### config.mk
export PLATFORM = sky130hd
export DESIGN_NAME = pewc_top
export DESIGN_NICKNAME = d
export VERILOG_FILES = /design/src/inc/pewc_pkg.sv /design/src/pewc_top.sv
export SDC_FILE = /design/constraint.sdc
export NUM_CORES = 1
export LEC_CHECK = 0
export ABC_AREA = 1
export ABC_CLOCK_PERIOD_IN_PS = 2900
export BUFFER_PORTS_ARGS = -buffer_cell sky130_fd_sc_hd__buf_2
export CELL_PAD_IN_SITES_DETAIL_PLACEMENT = 0
export CELL_PAD_IN_SITES_GLOBAL_PLACEMENT = 1
export CORE_ASPECT_RATIO = 0.8
export CORE_MARGIN = 1.5
export CORE_UTILIZATION = 42
export DETAILED_ROUTE_END_ITERATION = 6
export PLACE_DENSITY = 0.78
export SLEW_MARGIN = 20
export SYNTH_ARGS = -nofsm -noshare
export SYNTH_HDL_FRONTEND = slang
export SYNTH_SLANG_ARGS = --single-unit
### constraint.sdc
create_clock -name mclk_i -period 2.9 [get_ports mclk_i]
set_input_delay 0.58 -clock mclk_i [delete_from_list [all_inputs] [get_ports mclk_i]]
set_output_delay 0.58 -clock mclk_i [all_outputs]
set_load 0.01 [all_outputs]
### src/inc/pewc_pkg.sv
// Purpose: Shared constants and types for the power event wake control block
// Assumes: 16-bit register access, one 125 MHz clock domain
// Notes:   Times are derived into cycle counts from the clock period
package pewc_pkg;

	// ------------------------------------------------------------
	// Register map
	// ------------------------------------------------------------
	localparam logic [7:0] PEWC_ADDR_PWR_EVT_CTRL = 8'hD4; // power_event_control
	localparam logic [7:0] PEWC_ADDR_SLEEP_WAKE   = 8'hD6; // sleep_wake_time_reg
	localparam logic [7:0] PEWC_ADDR_GLOBAL_RST   = 8'hC6; // global_reset_reg (read wakes)

	// ------------------------------------------------------------
	// Field positions of power_event_control
	// ------------------------------------------------------------
	localparam int PEWC_B_DLY_EN   = 14;
	localparam int PEWC_B_POL      = 12;
	localparam int PEWC_B_EN_HI    = 11;
	localparam int PEWC_B_EN_LO    = 8;
	localparam int PEWC_B_AUTO_WK  = 7;
	localparam int PEWC_B_WK_NORM  = 6;
	localparam int PEWC_B_CAUSE_HI = 5;
	localparam int PEWC_B_CAUSE_LO = 2;
	localparam int PEWC_B_MODE_HI  = 1;

	// Field positions of sleep_wake_time_reg
	localparam int PEWC_B_WAKE_HI  = 15;
	localparam int PEWC_B_WAKE_LO  = 8;
	localparam int PEWC_B_SLEEP_HI = 7;

	// Writable control bits (14, 12, 11:8, 7, 6, 1:0)
	localparam logic [15:0] PEWC_CTRL_WMASK = 16'h5FC3;
	localparam logic [15:0] PEWC_CTRL_RST   = 16'h0000;
	localparam logic [15:0] PEWC_SWT_RST    = 16'h080C;

	// Cause codes and interrupt status bits
	localparam logic [3:0] PEWC_CAUSE_NONE = 4'h0;
	localparam int PEWC_ISR_ENERGY = 2;
	localparam int PEWC_ISR_LINK   = 3;

	// ------------------------------------------------------------
	// Timing
	// ------------------------------------------------------------
	localparam int PEWC_CLK_NS     = 8;
	localparam int PEWC_WAKE_MS    = 16;
	localparam int PEWC_SLEEP_MS   = 1000;
	localparam int PEWC_NS_PER_MS  = 1000000;
	localparam int PEWC_WAKE_UNIT  = PEWC_WAKE_MS * (PEWC_NS_PER_MS / PEWC_CLK_NS);
	localparam int PEWC_SLEEP_UNIT = PEWC_SLEEP_MS * (PEWC_NS_PER_MS / PEWC_CLK_NS);

	// Power modes
	typedef enum logic [1:0] {
		PEWC_MODE_NORMAL = 2'h0,
		PEWC_MODE_ENERGY = 2'h1,
		PEWC_MODE_SOFTPD = 2'h2,
		PEWC_MODE_SAVING = 2'h3
	} pewc_mode_t;

	// Wake-on-LAN event strobes: frame, packet, link up, energy
	typedef struct packed {
		logic frame;
		logic packet;
		logic link_up;
		logic energy;
	} pewc_evt_t;

endpackage

### src/pewc_top.sv
// Purpose: Power mode selection, energy wake, wake cause and event output
// Assumes: Host reg port is synchronous to mclk_i; line pins are asynchronous
// Notes:   Cause field is only cleared by power-up reset or a write of ones
//
// What this block does
// - Delay enable bit 14 holds event output until clocks run and host ready.
// - Delay bit acts only while automatic wake-up bit 7 is set.
// - Polarity bit 12: one drives output active high, zero active low.
// - Bits 11..8 enable frame, packet, link-up and energy events.
// - Enabled event asserts the event output; disabled events do not.
// - Auto wake in energy mode leaves low power after energy exceeds wake time.
// - Bit 6 returns mode to normal after wake time, only with bit 7.
// - Read-only bits 5..2 report the wake cause, one sticky bit per event; several can be set at once.
// - Energy wake sets interrupt bit 2; link-up wake sets bit 3.
// - Cause clears on power-up reset or write ones; other resets keep it.
// - Clearing the cause field deasserts the event output.
// - Bits 1..0 select normal, energy detect, soft power-down, power saving.
// - Low power state in energy mode wakes on line activity or reset reg read.
// - Soft power-down wakes only on a read of the global reset register.
// - Wake time counts 16 ms units, default 8, zero is not allowed; the block accepts zero and then never expires.
// - Low power entered after no energy for go-sleep time, 1 s units, default 12.
module pewc_top #(
	parameter int WAKE_UNIT_CYC  = pewc_pkg::PEWC_WAKE_UNIT,
	parameter int SLEEP_UNIT_CYC = pewc_pkg::PEWC_SLEEP_UNIT
) (
	input  wire logic               mclk_i,
	input  wire logic               rst_b_i,         // Soft/hardware reset
	input  wire logic               por_b_i,         // Power-up reset, synchronous
	input  wire logic [7:0]         reg_addr_i,
	input  wire logic               reg_wr_i,
	input  wire logic               reg_rd_i,
	input  wire logic [15:0]        reg_wdata_i,
	output logic      [15:0]        reg_rdata_o,
	input  wire logic               energy_i,        // Line energy pin
	input  wire pewc_pkg::pewc_evt_t evt_i,          // Event strobes, same clock
	input  wire logic               clocks_ready_i,  // All clocks run, host ready
	output logic                    power_event_output_o,
	output logic                    low_power_o,
	output logic                    isr_energy_set_o,
	output logic                    isr_link_set_o,
	output logic      [1:0]         power_mode_o
);

	// ------------------------------------------------------------
	// Registers and state
	// ------------------------------------------------------------
	typedef enum logic [1:0] {PEWC_ST_NORM, PEWC_ST_LOW} pewc_pstate_t;

	logic [15:0]  ctrl_r;
	logic [3:0]   cause_r;
	logic [15:0]  swt_r;
	logic [2:0]   en_sync_r;
	pewc_pstate_t pst_r;
	logic [31:0]  unit_cnt_r;
	logic [7:0]   tick_cnt_r;
	logic         pme_r;
	logic [15:0]  rdata_r;
	logic         lowp_r;
	logic         isr_e_r;
	logic         isr_l_r;

	// ------------------------------------------------------------
	// Decoding
	// ------------------------------------------------------------
	wire logic wr_ctrl   = reg_wr_i && (reg_addr_i == pewc_pkg::PEWC_ADDR_PWR_EVT_CTRL);
	wire logic wr_swt    = reg_wr_i && (reg_addr_i == pewc_pkg::PEWC_ADDR_SLEEP_WAKE);
	wire logic host_wake = reg_rd_i && (reg_addr_i == pewc_pkg::PEWC_ADDR_GLOBAL_RST);
	wire logic auto_wk   = ctrl_r[pewc_pkg::PEWC_B_AUTO_WK];
	wire logic [1:0] mode = ctrl_r[pewc_pkg::PEWC_B_MODE_HI:0];
	wire logic [3:0] pme_en = ctrl_r[pewc_pkg::PEWC_B_EN_HI:pewc_pkg::PEWC_B_EN_LO];

	// Wake time sits in the upper byte, go-sleep time in the lower byte
	// A zero in either field never expires, so the state simply holds
	wire logic [7:0] wake_units  = swt_r[pewc_pkg::PEWC_B_WAKE_HI:pewc_pkg::PEWC_B_WAKE_LO];
	wire logic [7:0] sleep_units = swt_r[pewc_pkg::PEWC_B_SLEEP_HI:0];

	// Energy level agreed by the second and third synchroniser stages
	wire logic energy_ok = en_sync_r[1] & en_sync_r[2];
	wire logic no_energy = ~en_sync_r[1] & ~en_sync_r[2];
	wire logic in_ed     = (mode == pewc_mod_e(pewc_pkg::PEWC_MODE_ENERGY));
	wire logic in_low    = (pst_r == PEWC_ST_LOW);

	// Qualifying condition being timed: energy while low, silence while normal
	wire logic timing_cond = in_low ? energy_ok : no_energy;
	wire logic [7:0] limit = in_low ? wake_units : sleep_units;
	wire logic [31:0] unit_len = in_low ? WAKE_UNIT_CYC : SLEEP_UNIT_CYC;
	wire logic unit_done = (unit_cnt_r == unit_len - 32'h1);
	wire logic time_done = unit_done && (tick_cnt_r == limit - 8'h01) && (limit != 8'h00);

	// Line wake needs auto wake-up; host read always wakes
	wire logic line_wake = in_ed && in_low && auto_wk && timing_cond && time_done;
	wire logic go_sleep  = in_ed && !in_low && timing_cond && time_done;
	wire logic wake_norm = line_wake && ctrl_r[pewc_pkg::PEWC_B_WK_NORM];
	wire logic wake_softpd = host_wake && (mode == pewc_mod_e(pewc_pkg::PEWC_MODE_SOFTPD));
	wire logic wake_host_ed = host_wake && in_ed && in_low;

	// Cause events: energy wake from line plus external event strobes
	wire logic [3:0] evt_vec = {evt_i.frame, evt_i.packet, evt_i.link_up, line_wake};
	wire logic [3:0] w1c     = wr_ctrl ? reg_wdata_i[pewc_pkg::PEWC_B_CAUSE_HI:
		pewc_pkg::PEWC_B_CAUSE_LO] : 4'h0;
	wire logic [3:0] cause_nxt = (cause_r & ~w1c) | evt_vec; // Set wins over clear

	// Output assertion with optional delay while auto wake is on
	wire logic hold_off = ctrl_r[pewc_pkg::PEWC_B_DLY_EN] && auto_wk && !clocks_ready_i;
	wire logic pme_act  = ((cause_nxt & pme_en) != pewc_pkg::PEWC_CAUSE_NONE) && !hold_off;
	wire logic pme_pin  = ctrl_r[pewc_pkg::PEWC_B_POL] ? pme_act : !pme_act;

	// Mode next value: host write, or wake to normal
	wire logic [15:0] ctrl_wr  = (ctrl_r & ~pewc_pkg::PEWC_CTRL_WMASK) |
		(reg_wdata_i & pewc_pkg::PEWC_CTRL_WMASK);
	wire logic [15:0] ctrl_nxt = (wake_norm || wake_softpd) ?
		{ctrl_r[15:2], pewc_pkg::PEWC_MODE_NORMAL} : ctrl_r;

	// Read data mux
	wire logic [15:0] rdata_nxt =
		(reg_addr_i == pewc_pkg::PEWC_ADDR_PWR_EVT_CTRL) ?
		((ctrl_r & pewc_pkg::PEWC_CTRL_WMASK) | {10'h000, cause_r, 2'h0}) :
		(reg_addr_i == pewc_pkg::PEWC_ADDR_SLEEP_WAKE) ? swt_r : 16'h0000;

	// Power state next value: sleep after silence, wake on line or host read
	pewc_pstate_t pst_nxt;
	always_comb begin
		pst_nxt = pst_r;
		case (pst_r)
			PEWC_ST_NORM: begin
				if (go_sleep) begin
					pst_nxt = PEWC_ST_LOW;
				end
			end
			PEWC_ST_LOW: begin
				if (line_wake || wake_host_ed) begin
					pst_nxt = PEWC_ST_NORM;
				end
			end
			default: begin
				pst_nxt = PEWC_ST_NORM;
			end
		endcase
	end

	// Turns a mode code into its raw two bits for comparison with the field
	// Kept as a function since two decodes compare against mode codes
	function automatic logic [1:0] pewc_mod_e(input pewc_pkg::pewc_mode_t m);
		return m;
	endfunction

	// ------------------------------------------------------------
	// Cause field, survives soft reset, cleared by power-up reset
	// ------------------------------------------------------------
	always_ff @(posedge mclk_i) begin
		if (!por_b_i) begin
			cause_r <= pewc_pkg::PEWC_CAUSE_NONE;
		end else begin
			cause_r <= cause_nxt;
		end
	end

	// Energy pin synchroniser
	// Three stages; only the agreement of the last two is acted upon
	always_ff @(posedge mclk_i) begin
		en_sync_r <= {en_sync_r[1:0], energy_i};
	end

	// ------------------------------------------------------------
	// Control registers
	// ------------------------------------------------------------
	always_ff @(posedge mclk_i) begin
		if (!rst_b_i || !por_b_i) begin
			ctrl_r <= pewc_pkg::PEWC_CTRL_RST;
			swt_r  <= pewc_pkg::PEWC_SWT_RST;
		end else begin
			ctrl_r <= wr_ctrl ? ctrl_wr : ctrl_nxt;
			if (wr_swt) begin
				swt_r <= reg_wdata_i;
			end
		end
	end

	// ------------------------------------------------------------
	// Energy detect power state and timers
	// ------------------------------------------------------------
	always_ff @(posedge mclk_i) begin
		if (!rst_b_i || !por_b_i || !in_ed) begin
			pst_r      <= PEWC_ST_NORM;
			unit_cnt_r <= 32'h0;
			tick_cnt_r <= 8'h00;
		end else if (line_wake || wake_host_ed || go_sleep || !timing_cond) begin
			pst_r      <= pst_nxt;
			unit_cnt_r <= 32'h0;
			tick_cnt_r <= 8'h00;
		end else begin
			unit_cnt_r <= unit_done ? 32'h0 : unit_cnt_r + 32'h1;
			tick_cnt_r <= unit_done ? tick_cnt_r + 8'h01 : tick_cnt_r;
		end
	end

	// ------------------------------------------------------------
	// Registered outputs
	// ------------------------------------------------------------
	always_ff @(posedge mclk_i) begin
		if (!rst_b_i || !por_b_i) begin
			rdata_r <= 16'h0000;
			pme_r   <= 1'b1;
			lowp_r  <= 1'b0;
			isr_e_r <= 1'b0;
			isr_l_r <= 1'b0;
		end else begin
			rdata_r <= rdata_nxt;
			pme_r   <= pme_pin;
			lowp_r  <= (in_ed && in_low && !line_wake && !wake_host_ed) || go_sleep;
			isr_e_r <= line_wake;
			isr_l_r <= evt_i.link_up;
		end
	end

	assign reg_rdata_o          = rdata_r;
	assign power_event_output_o = pme_r;
	assign low_power_o          = lowp_r;
	assign isr_energy_set_o     = isr_e_r;
	assign isr_link_set_o       = isr_l_r;
	assign power_mode_o         = ctrl_r[pewc_pkg::PEWC_B_MODE_HI:0];

endmodule // pewc_top

==> results by group <==
Run status
  • Status: finished clean

Global route
  • Initial antenna violation count: 0
  • Gr ovfl total: 0
  • Gr usage total: 19.8%
  • First-pass GRT wire length: 17800 µm
  • Largest net degree at the start of global routing: 33
  • Vias in the first global route: 3638

Timing
  • Final hold vios: 0
  • Final Skew: 0.00669 ns
  • Setup TNS: 0 ns
  • Slew margin rel.: 47.3%
  • Unrepaired setup endpoints after global routing: false
  • Period minus WS final: 2.58 ns
  • Final setup violation count: 0
  • Fin crit share: 89.0%
  • Fmax achieved: 388 MHz
  • Final Max Slew Viols: 0
  • Slew @ Worst Pin: 0.788 ns

CTS
  • Clock root buffer: clkbuf_16
  • Worst-case clock buffer depth: 2
  • Clk slew on worst S/H paths: 0.07 ns
  • CTS buffer count: 9
  • CTS tree: yes
  • CTS H-tree depth: 3
  • Clk_lat worst skew: 0.34 ns
  • Clock Sinks: 94

Yosys
  • Seq cells post-synth: 94
  • Yosys warnings: 0
  • Mapped Cells: 655
  • Sequential fraction of the synthesis area: 41.1%
  • Syn_area_per_cell: 7.00 µm²
  • Synth Net Count: 694
  • Yosys cell types: 33
  • Synthesized area: 4580 µm²

Worst hold path
  • Hold Path Class: register to register
  • WHS Path Cells: 0

Floorplanning
  • Initial Utilization: 43.9%
  • DIE AREA: 11600 µm²
  • Core ar.: 10400 µm²
  • Chip height: 96.4 µm
  • Die Wd: 120 µm
  • Site Rows: 33
  • Top Ports: 57

Critical path
  • WS Path Type: register to register
  • Worst-path fanout max: 32
  • Critical path required time: 3.12 ns
  • Crit. End Element: register
  • CP startpoint kind: register
  • Data arrival time of the worst path: 2.80 ns
  • Worst r2r path cells: 13

Cells and area
  • Fillers: 1066
  • Diodes inserted: 0
  • # nets final: 753
  • Area grow syn2layout: 17.0%
  • Most frequent cells in the layout: 158 x nand2_1, 98 x inv_1, 94 x dfxtp_1, 85 x nor2_1, 55 x buf_2
  • Most common cell after layout, fill and taps aside: nand2_1
  • Share of cells above drive strength 1: 13.8%

Place
  • Dpl hpwl: 8500 µm
  • Gpl congestion: 0.873
  • Port buffer count: 55

Drt
  • Post-DRT Antenna Nets: 0
  • Via count: 4145
  • DRT iter0 DRCs: 291
  • Wire per inst: 12.8 µm
  • Post-Route WL: 11000 µm
  • DRC: 0
  • Router iterations before antenna repair: 4
  • Avg Vias per Cell: 4.83

Power
  • Total chip power: 2.71 mW
  • PwrDens: 506 nW/µm²
  • Max IR drop VDD: 0.369 mV
  • Leakage: 2.17 nW

Run
  • Max-cap violations: 0
==> registers in the layout, indices dropped and copies added (netlist names) <==
| name | cells |
|---|---|
| ctrl_r | 10 |
| reg_rdata_o | 16 |
| pst_r | 1 |
| unit_cnt_r | 32 |
| tick_cnt_r | 8 |
| low_power_o | 1 |
| cause_r | 4 |
| swt_r | 16 |
| en_sync_r | 3 |
| isr_energy_set_o | 1 |
| isr_link_set_o | 1 |
| power_event_output_o | 1 |
==> critical path: stages (launching register included) <==
cell     delay, ns
dfxtp_1       0.46
inv_2         0.09
nand2_1       0.07
nand2_1       0.11
ha_1          0.31
xor2_1        0.15
nand3_1       0.11
nor2_1        0.11
nand2_1       0.07
nor2_2        0.17
nand4_1       0.27
nand4_4       0.18
buf_6         0.27
nor2_1        0.09
==> cell usage after synthesis <==
cell,count,area (µm²)
o211ai_1,1,7.51
nor4_2,2,25.0
buf_4,5,37.5
nor3_2,2,20.0
nor4_1,6,37.5
nor4b_1,1,8.76
nor2_1,85,319
a21oi_4,1,16.3
nor2_2,7,43.8
nand2_1,158,593
o32ai_1,10,87.6
clkbuf_1,9,33.8
o22ai_1,4,25.0
xnor2_1,9,78.8
nand3b_1,1,7.51
and3b_1,1,8.76
dfxtp_1,94,1880
nand3_2,2,20.0
xor2_1,24,210
buf_6,2,22.5
nand4_4,1,21.3
and2_1,1,6.26
a21oi_1,35,175
nor3_1,13,65.1
nand3_1,27,135
ha_1,4,50.1
o21ai_0,31,155
inv_1,98,368
buf_2,1,5.00
buf_1,1,3.75
nand4_1,15,93.8
a31oi_1,2,12.5
inv_2,2,7.51
==> through the flow <==
step | setup slack, ns | util [%] | cell area, µm² | hold WS, ns | instances
2_1_floorplan | 0.780 | - | 4580 | 0.310 | 655
3_3_place_gp | 0.265 | 48.0 | 5010 | 0.313 | 843
3_5_place_dp | 0.220 | 48.0 | 5010 | 0.313 | 843
4_1_cts | 0.266 | 51.3 | 5360 | 0.330 | 859
5_1_grt | 0.0613 | 51.3 | 5360 | 0.331 | 859
6_report | 0.320 | 51.3 | 5360 | 0.332 | 859
==> report_power, final <==
group | total, mW | switching [mW] | leakage, nW | internal [mW]
combinational | 0.0624 | 0.0350 | 1.24 | 0.0275
sequential | 1.30 | 0.00261 | 0.759 | 1.30
clock | 1.35 | 0.505 | 0.166 | 0.847
total | 2.71 | 0.543 | 2.17 | 2.17
==> final timing paths <==
check | startpoint | to | slack, ns
setup / recovery | pst_r[0] | unit_cnt_r[24] | 0.32
hold / removal | en_sync_r[0] | en_sync_r[1] | 0.33
setup reg to reg | pst_r[0] | unit_cnt_r[24] | 0.32
hold reg to reg | en_sync_r[0] | en_sync_r[1] | 0.33
==> timing repair <==
action,4_1_cts,5_1_grt
setup buffers,0,0
hold buffers,0,0
resized for setup,0,1
endpoints found under the setup margin,0,10
==> layer usage <==
| metal | GRT usage (%) | wire, µm | part of all wire, % | up-vias |
|---|---|---|---|---|
| met5 | 0 | 0 | 0 | - |
| met4 | 6.05 | 134 | 1.2 | 0 |
| met3 | 3.93 | 589 | 5.4 | 10 |
| met2 | 26.4 | 4230 | 39 | 92 |
| met1 | 31.1 | 6020 | 55 | 1843 |
| li1 | - | - | - | 2200 |
==> cells by family after synthesis <==
family	share of synthesized area [%]
simple gates	30.7
buf+inv	10.4
compound gates	10.5
fa+ha+maj	1.09
xor+xnor	6.31
flops	41.1
==> area by class of cell <==
type                       count  area (µm²)  area share (%)
clock buffer                   9         225            4.20
clock inverter                 7         120            2.24
inverter                     100         375            7.00
multi-input combinational    443        2220            41.5
sequential                    94        1880            35.1
tap                          140         175            3.27
timing repair buffer          66         362            6.74
(Power assumes the default switching activity.)
